File: config.mk
export PLATFORM = sky130hd
export DESIGN_NAME = sesp_slave
export DESIGN_NICKNAME = d
export VERILOG_FILES = /design/src/pkg/sesp_pkg.sv /design/src/hw/sesp_slave.sv
export SDC_FILE = /design/constraint.sdc
export NUM_CORES = 1
export LEC_CHECK = 0
export BUFFER_PORTS_ARGS = -buffer_cell sky130_fd_sc_hd__buf_2
export CAP_MARGIN = 20
export CELL_PAD_IN_SITES_DETAIL_PLACEMENT = 1
export CELL_PAD_IN_SITES_GLOBAL_PLACEMENT = 2
export CORE_UTILIZATION = 38
export CTS_CLUSTER_SIZE = 24
export DETAILED_ROUTE_END_ITERATION = 16
export HOLD_SLACK_MARGIN = 0.12
export PLACE_DENSITY_LB_ADDON = 0.1
export SKIP_LAST_GASP = 1
export SLEW_MARGIN = 0
export SYNTH_ARGS = -nofsm -noshare
export SYNTH_HDL_FRONTEND = slang
export SYNTH_SLANG_ARGS = --single-unit
File: constraint.sdc
create_clock -name clk -period 2.9 [get_ports clk]
set_input_delay 0.58 -clock clk [delete_from_list [all_inputs] [get_ports clk]]
set_output_delay 0.58 -clock clk [all_outputs]
set_load 0.01 [all_outputs]
File: src/pkg/sesp_pkg.sv
package sesp_pkg;

   // opcodes after masking the don't-care bit
   localparam logic [7:0] SESP_OPC_MASK           = 8'hF7;
   localparam logic [7:0] SESP_SET_WRITE_LATCH_CMD = 8'h06;
   localparam logic [7:0] SESP_CLR_WRITE_LATCH_CMD = 8'h04;
   localparam logic [7:0] SESP_READ_STATUS_CMD    = 8'h05;
   localparam logic [7:0] SESP_WRITE_STATUS_CMD   = 8'h01;
   localparam logic [7:0] SESP_READ_ARRAY_CMD     = 8'h03;
   localparam logic [7:0] SESP_WRITE_ARRAY_CMD    = 8'h02;

   // status byte layout
   localparam int SESP_SR_RDY  = 0;
   localparam int SESP_SR_WEN  = 1;
   localparam int SESP_SR_BP0  = 2;
   localparam int SESP_SR_BP1  = 3;
   localparam int SESP_SR_GATE = 7;
   localparam logic [7:0] SESP_SR_BUSY_BYTE = 8'hFF;

   // pin positions in the synchroniser vectors
   localparam int SESP_P_SCK  = 0;
   localparam int SESP_P_CS   = 1;
   localparam int SESP_P_SI   = 2;
   localparam int SESP_P_HOLD = 3;
   localparam int SESP_P_WP   = 4;
   localparam int SESP_NPINS  = 5;

   localparam logic [2:0] SESP_LAST_BIT  = 3'h7;
   localparam logic [1:0] SESP_LAST_ADDR = 2'h1;

   // self-timed write cycle
   localparam int SESP_CLK_MHZ       = 100;
   localparam int SESP_WRITE_TIME_US = 5000;
   localparam int SESP_WRITE_CYCLES  = SESP_WRITE_TIME_US * SESP_CLK_MHZ;
   localparam int SESP_BUSY_W        = 20;

   typedef enum logic [2:0] {
      SESP_OPCODE,
      SESP_ADDR,
      SESP_RD_ARRAY,
      SESP_WR_ARRAY,
      SESP_RD_STATUS,
      SESP_WR_STATUS,
      SESP_DONE,
      SESP_INVALID
   } sesp_state_t;

endpackage

File: src/hw/sesp_slave.sv
`timescale 1ns/1ps
// Contract
// - serial clock is only an input; device is always slave
// - receive on data-in only, transmit on data-out only
// - every byte shifts most significant bit first
// - first full byte after select falls is the opcode
// - bad opcode: ignore further input, data-out high impedance until reselect
// - new select fall restarts sequence and clears bad-opcode state
// - deselected: data-in ignored, data-out high impedance
// - pause freezes sequence without reset; shifting resumes same bit
// - paused: data-out high impedance, data-in ignored
// - protect pin high allows normal reads and writes
// - protect pin low with gate bit set rejects status writes
// - protect pin falling during selected status write aborts it when gate bit set
// - started internal status write is unaffected by protect pin
// - gate bit zero makes protect pin ignored
// - opcode decode with bit 3 don't care, upper nibble zero
// - status bit 0 is one while internal write in progress
module sesp_slave
   import sesp_pkg::*;
#(
   parameter int WRITE_CYCLES = sesp_pkg::SESP_WRITE_CYCLES
) (
   input  wire logic        clk,
   input  wire logic        rst_n,
   input  wire logic        sck,
   input  wire logic        cs_n,
   input  wire logic        si,
   input  wire logic        hold_n,
   input  wire logic        wp_n,
   output logic             so_out,
   output logic             so_oe_n,
   output logic [7:0]       status_o,
   output logic             busy_o,
   output logic [15:0]      mem_addr_o,
   input  wire logic [7:0]  mem_rd_data,
   output logic             mem_wr_en_o,
   output logic [7:0]       mem_wr_data_o
);
   import sesp_pkg::*;

   typedef struct packed {
      logic [SESP_NPINS-1:0] meta;
      logic [SESP_NPINS-1:0] sync;
      logic                  sck_p;
      logic                  cs_p;
      logic                  wp_p;
      sesp_state_t           st;
      logic                  wr_mode;
      logic [2:0]            bit_cnt;
      logic [7:0]            rx;
      logic [7:0]            tx;
      logic                  so;
      logic                  drive;
      logic                  oe_n;
      logic                  paused;
      logic [15:0]           addr;
      logic [1:0]            addr_bytes;
      logic                  sr_ok;
      logic                  sr_abort;
      logic [7:0]            sr_new;
      logic                  wr_any;
      logic                  wen;
      logic                  gate;
      logic                  bp1;
      logic                  bp0;
      logic [SESP_BUSY_W-1:0] busy_cnt;
      logic                  mem_we;
      logic [7:0]            mem_wd;
   } sesp_regs_t;

   sesp_regs_t q;
   sesp_regs_t d;

   logic       sck_s;
   logic       cs_s;
   logic       si_s;
   logic       hold_s;
   logic       wp_s;
   logic       rise;
   logic       fall;
   logic       busy;
   logic [7:0] sr_byte;
   logic [7:0] rx_byte;
   logic [7:0] src;

   always_comb begin
      sck_s   = q.sync[SESP_P_SCK];
      cs_s    = q.sync[SESP_P_CS];
      si_s    = q.sync[SESP_P_SI];
      hold_s  = q.sync[SESP_P_HOLD];
      wp_s    = q.sync[SESP_P_WP];
      rise    = sck_s & ~q.sck_p;
      fall    = ~sck_s & q.sck_p;
      busy    = (q.busy_cnt != '0);
      sr_byte = '0;
      sr_byte[SESP_SR_GATE] = q.gate;
      sr_byte[SESP_SR_BP1]  = q.bp1;
      sr_byte[SESP_SR_BP0]  = q.bp0;
      sr_byte[SESP_SR_WEN]  = q.wen;
      sr_byte[SESP_SR_RDY]  = busy;
      if (busy) begin
         sr_byte = SESP_SR_BUSY_BYTE;
      end
      rx_byte = {q.rx[6:0], si_s};
      src     = (q.st == SESP_RD_STATUS) ? sr_byte : mem_rd_data;

      d        = q;
      d.meta   = {wp_n, hold_n, si, cs_n, sck};
      d.sync   = q.meta;
      d.sck_p  = sck_s;
      d.cs_p   = cs_s;
      d.wp_p   = wp_s;
      d.mem_we = 1'b0;
      // address advances the cycle after a byte write pulse
      if (q.mem_we) begin
         d.addr = q.addr + 1'b1;
      end
      if (busy) begin
         d.busy_cnt = q.busy_cnt - 1'b1;
      end

      if (cs_s) begin
         // deselected: commit pending writes on the rising select
         if (!q.cs_p) begin
            if (q.st == SESP_WR_STATUS && q.sr_ok && !q.sr_abort && q.wen
                && !(q.gate && !wp_s)) begin
               d.gate     = q.sr_new[SESP_SR_GATE];
               d.bp1      = q.sr_new[SESP_SR_BP1];
               d.bp0      = q.sr_new[SESP_SR_BP0];
               d.wen      = 1'b0;
               d.busy_cnt = SESP_BUSY_W'(WRITE_CYCLES);
            end
            if (q.st == SESP_WR_ARRAY && q.wr_any && q.wen) begin
               d.wen      = 1'b0;
               d.busy_cnt = SESP_BUSY_W'(WRITE_CYCLES);
            end
         end
         d.st      = SESP_OPCODE;
         d.bit_cnt = '0;
         d.drive   = 1'b0;
         d.paused  = 1'b0;
      end else if (q.cs_p) begin
         d.st         = SESP_OPCODE;
         d.bit_cnt    = '0;
         d.addr_bytes = '0;
         d.sr_ok      = 1'b0;
         d.sr_abort   = 1'b0;
         d.wr_any     = 1'b0;
         d.paused     = 1'b0;
         d.drive      = 1'b0;
      end else begin
         if (q.st == SESP_WR_STATUS && q.wp_p && !wp_s && q.gate) begin
            d.sr_abort = 1'b1;
         end
         if (!sck_s) begin
            d.paused = !hold_s;
         end
         if (!q.paused && q.st != SESP_INVALID) begin
            if (rise) begin
               d.rx      = rx_byte;
               d.bit_cnt = q.bit_cnt + 1'b1;
               if (q.bit_cnt == SESP_LAST_BIT) begin
                  case (q.st)
                     SESP_OPCODE: begin
                        d.st = SESP_INVALID;
                        if (busy) begin
                           if ((rx_byte & SESP_OPC_MASK)
                               == SESP_READ_STATUS_CMD) begin
                              d.st = SESP_RD_STATUS;
                           end
                        end else begin
                           case (rx_byte & SESP_OPC_MASK)
                              SESP_SET_WRITE_LATCH_CMD: begin
                                 d.wen = 1'b1;
                                 d.st  = SESP_DONE;
                              end
                              SESP_CLR_WRITE_LATCH_CMD: begin
                                 d.wen = 1'b0;
                                 d.st  = SESP_DONE;
                              end
                              SESP_READ_STATUS_CMD: d.st = SESP_RD_STATUS;
                              SESP_WRITE_STATUS_CMD: d.st = SESP_WR_STATUS;
                              SESP_READ_ARRAY_CMD: begin
                                 d.st      = SESP_ADDR;
                                 d.wr_mode = 1'b0;
                              end
                              SESP_WRITE_ARRAY_CMD: begin
                                 d.st      = SESP_ADDR;
                                 d.wr_mode = 1'b1;
                              end
                              default: d.st = SESP_INVALID;
                           endcase
                        end
                     end
                     SESP_ADDR: begin
                        d.addr       = {q.addr[7:0], rx_byte};
                        d.addr_bytes = q.addr_bytes + 1'b1;
                        if (q.addr_bytes == SESP_LAST_ADDR) begin
                           d.st = q.wr_mode ? SESP_WR_ARRAY : SESP_RD_ARRAY;
                        end
                     end
                     SESP_WR_STATUS: begin
                        if (!q.sr_ok) begin
                           d.sr_new = rx_byte;
                           d.sr_ok  = 1'b1;
                        end
                     end
                     SESP_WR_ARRAY: begin
                        if (q.wen) begin
                           d.mem_we = 1'b1;
                           d.mem_wd = rx_byte;
                           d.wr_any = 1'b1;
                        end
                     end
                     default: d.st = q.st;
                  endcase
               end
            end
            if (fall && (q.st == SESP_RD_STATUS ||
                         q.st == SESP_RD_ARRAY)) begin
               d.drive = 1'b1;
               if (q.bit_cnt == '0) begin
                  d.so = src[7];
                  d.tx = {src[6:0], 1'b0};
                  if (q.st == SESP_RD_ARRAY) begin
                     d.addr = q.addr + 1'b1;
                  end
               end else begin
                  d.so = q.tx[7];
                  d.tx = {q.tx[6:0], 1'b0};
               end
            end
         end
         if (q.st == SESP_INVALID) begin
            d.drive = 1'b0;
         end
      end
      d.oe_n = !(d.drive && !d.paused && !cs_s);
   end

   always_ff @(posedge clk or negedge rst_n) begin
      if (!rst_n) begin
         q      <= '0;
         q.oe_n <= 1'b1;
         q.sck_p <= 1'b0;
         q.cs_p <= 1'b1;
         q.wp_p <= 1'b1;
         // idle-high pins start high, so no false edge after reset
         q.meta[SESP_P_CS]   <= 1'b1;
         q.meta[SESP_P_HOLD] <= 1'b1;
         q.meta[SESP_P_WP]   <= 1'b1;
         q.sync[SESP_P_CS]   <= 1'b1;
         q.sync[SESP_P_HOLD] <= 1'b1;
         q.sync[SESP_P_WP]   <= 1'b1;
      end else begin
         q <= d;
      end
   end

   assign so_out        = q.so;
   assign so_oe_n       = q.oe_n;
   assign status_o      = sr_byte;
   assign busy_o        = busy;
   assign mem_addr_o    = q.addr;
   assign mem_wr_en_o   = q.mem_we;
   assign mem_wr_data_o = q.mem_wd;

endmodule

==> flow_summary.ini <==
[clocking]
cts_buffer_depth = 2
cts_root_buf = clkbuf_16
clk_latency_ps = 340
tritoncts = yes
clkSinkCount = 95
clk_pin_slew_worst_paths_ps = 70
numCtsBuffers = 9
htreeDepth = 3

[power_and_ir_drop]
leakagePower_nw = 2.73
p_per_area_mw_per_mm2 = 508
ir_worst_vdd_mv = 0.239

[sta]
finClkSkew_ps = 5.42
finalCritPeriodShare = 0.960
grt_setup_unrepaired = no
final_hold_viol_count = 0
fin_crit_ps = 2780
finalSetupViolations = 0
totalNegativeSetupSlack_ps = 0
slew_headroom = 0.414
fin_ws_ps = 115
maxSlewViolCount = 0
fmax_mhz = 359
worst_pin_slew_ps = 875

[grt]
grt_usage = 0.202
grt_pass1_vias = 3904
grt_max_degree = 49
grt_pass1_wl_um = 20800
antenna_found_initial = 0
grt.overflow.total = 0

[run]
max-cap-violations = 0

[outcome]
status = finished, final reports clean

[route]
via_count = 3710
drt-initial-drc-count = 182
routed_via_density = 5.38
routed-wl-met3_um = 353
ant_nets = 0
drc_errors = 0
top_layer = met4
dr_wl_met2_um = 6250
wl_per_cell_um = 17.9
met1_length_um = 5620
wl_um = 12400
drt_pass1_iterations = 4

[synthesis]
yosysTopAreaCell = dfrtp_1
synth.distinct_cells = 62
synth_seq_cells = 95
syn_avg_cell_area_um2 = 10.3
syn-cell-area_mm2 = 0.00500
synth-seq-area-share = 0.478
syn-num-nets = 508
synth_cells = 486
synth_flop_cell = dfrtp_1
synth-async-reset-ratio = 1.00
synth_top_area_share = 0.431
ys_warn_count = 0
synth_edf_count = 0
ys_top_cells_by_area = dfrtp_1 43%, mux2_2 5.0%, dfstp_2 4.7%, buf_4 4.2%, nor2_1 4.0%

[worst_hold_path]
hold_path_class = in2async

[final_layout]
area_growth_pct = 11.9
diodes = 0
layout-drive-gt1-share = 0.239
utilization = 0.440
layout.nets = 535

[setup_path]
crit_path_max_fanout = 13
cp-start-kind = flop
required_ps = 2320
arrival_ps = 2200
critical_path_class = reg2out
endpoint_kind = output pin

[placed_design]
place_ws_ps = 500
routabilityCongestion = 0.820
hpwl_um = 8860
port_buffers = 50

[die]
ios = 51
placementRows = 41
die_area_mm2 = 0.0136
coreArea_mm2 = 0.0127
start_util = 0.393
die_y_um = 117
fp.dieW_um = 117
## routing by layer
layer  vias up  global-route usage
li1       1785                   -
met1      1872               0.255
met2        44               0.347
met3         9              0.0472
met4         0              0.0523
met5         -                   0
## registers in the layout, indices dropped and copies added, names as in the netlist
name / flops
q: 59
so_oe_n: 1
mem_wr_en_o: 1
cs_s: 1
hold_s: 1
d: 7
mem_addr_o: 16
so_out: 1
mem_wr_data_o: 8
## cell type report
type                       count  area, um^2
clock inverter                 6        83.8
tap                          172         215
inverter                      16        62.6
fill                        1472        7130
clock buffer                  10         239
multi-input combinational    333        2280
timing repair buffer          58         325
sequential                    95        2390
## cell usage after synthesis (5+ instances only)
master,instances
a31oi_1,9
nand3_1,16
dfrtp_1,86
nand2_1,31
clkbuf_1,6
dfstp_2,9
nor2_1,53
buf_2,7
mux2_2,22
a211oi_1,5
xnor2_1,14
and4_1,6
o21ai_0,15
nor4_1,5
and3_1,5
ha_1,7
a21oi_1,19
nand4_1,6
buf_4,28
xor2_1,14
nand2b_1,6
nor3_1,15
o31ai_1,8
inv_1,15
nor2b_1,5
o22ai_1,7
or4_1,5
or3_1,5
## timing repair
action	in CTS	in global routing
hold buffers	0	0
setup endpoints to repair	0	4
buffers inserted	0	3
gates resized for setup	0	1
## cells in the final DEF, fill, tap and decap left out, types with 9 or more instances in the layout
| cell | count |
|---|---|
| clkbuf_16 | 9 |
| mux2_2 | 22 |
| a21oi_1 | 19 |
| xnor2_1 | 14 |
| nand2_1 | 31 |
| dfrtp_1 | 86 |
| nor2_1 | 53 |
| nand3_1 | 16 |
| nor3_1 | 14 |
| dfstp_2 | 9 |
| a31oi_1 | 9 |
| inv_1 | 15 |
| buf_2 | 49 |
| xor2_1 | 14 |
| o21ai_0 | 15 |
## critical path, cell delays in order (launching register included)
cell     delay [ps]
dfrtp_1         410
inv_1           130
ha_1            160
nor2b_1         290
nand4_4         290
or3_1           430
buf_2           160
## power breakdown
part	leakage, nW	switching [W]	internal [W]
clock	0.162	0.000515	0.000776
combinational	1.33	0.0000784	0.0000544
sequential	1.24	0.0000562	0.00136
## path summary, 6_finish.rpt
check / depth (start not counted) / slack, ps / from / endpoint
max: 6 / 120 / q[9]$_DFF_PN0_ / status_o[7]
min: 1 / 270 / rst_n / q[72]$_DFFE_PN0P_
max reg2reg: 8 / 490 / q[9]$_DFF_PN0_ / q[32]$_DFFE_PN0P_
min reg2reg: 0 / 350 / d[93]$_DFF_PN1_ / cs_s$_DFF_PN1_
max in group asynchronous: 2 / 1910 / rst_n / q[25]$_DFF_PN0_
min in group clk: 1 / 330 / cs_n / d[93]$_DFF_PN1_
## metrics by stage
stage | hold slack, ps | cell area [um^2] | power (W) | std cells
after global placement | 332 | 5240 | 0.00158 | 671
after detailed placement | 347 | 5240 | 0.00158 | 671
after global routing | 294 | 5590 | 0.00295 | 690
after floorplan | 284 | 5000 | 0.00149 | 486
after CTS | 286 | 5570 | 0.00288 | 687
final | 267 | 5590 | 0.00284 | 690
## cells by family (layout without fill, tap and decap cells)
kind of cell             Yosys count  after routing  share of synthesized area
AND/OR/NAND/NOR                  184            184                      0.211
flip-flops                        95             95                      0.478
AO/OA/AOI/OAI                     89             89                      0.121
buffers and inverters             58             90                     0.0669
XOR/XNOR                          28             28                     0.0491
multiplexers                      25             25                     0.0558
adder cells (fa/ha/maj)            7              7                     0.0175
(Power assumes the default switching activity.)
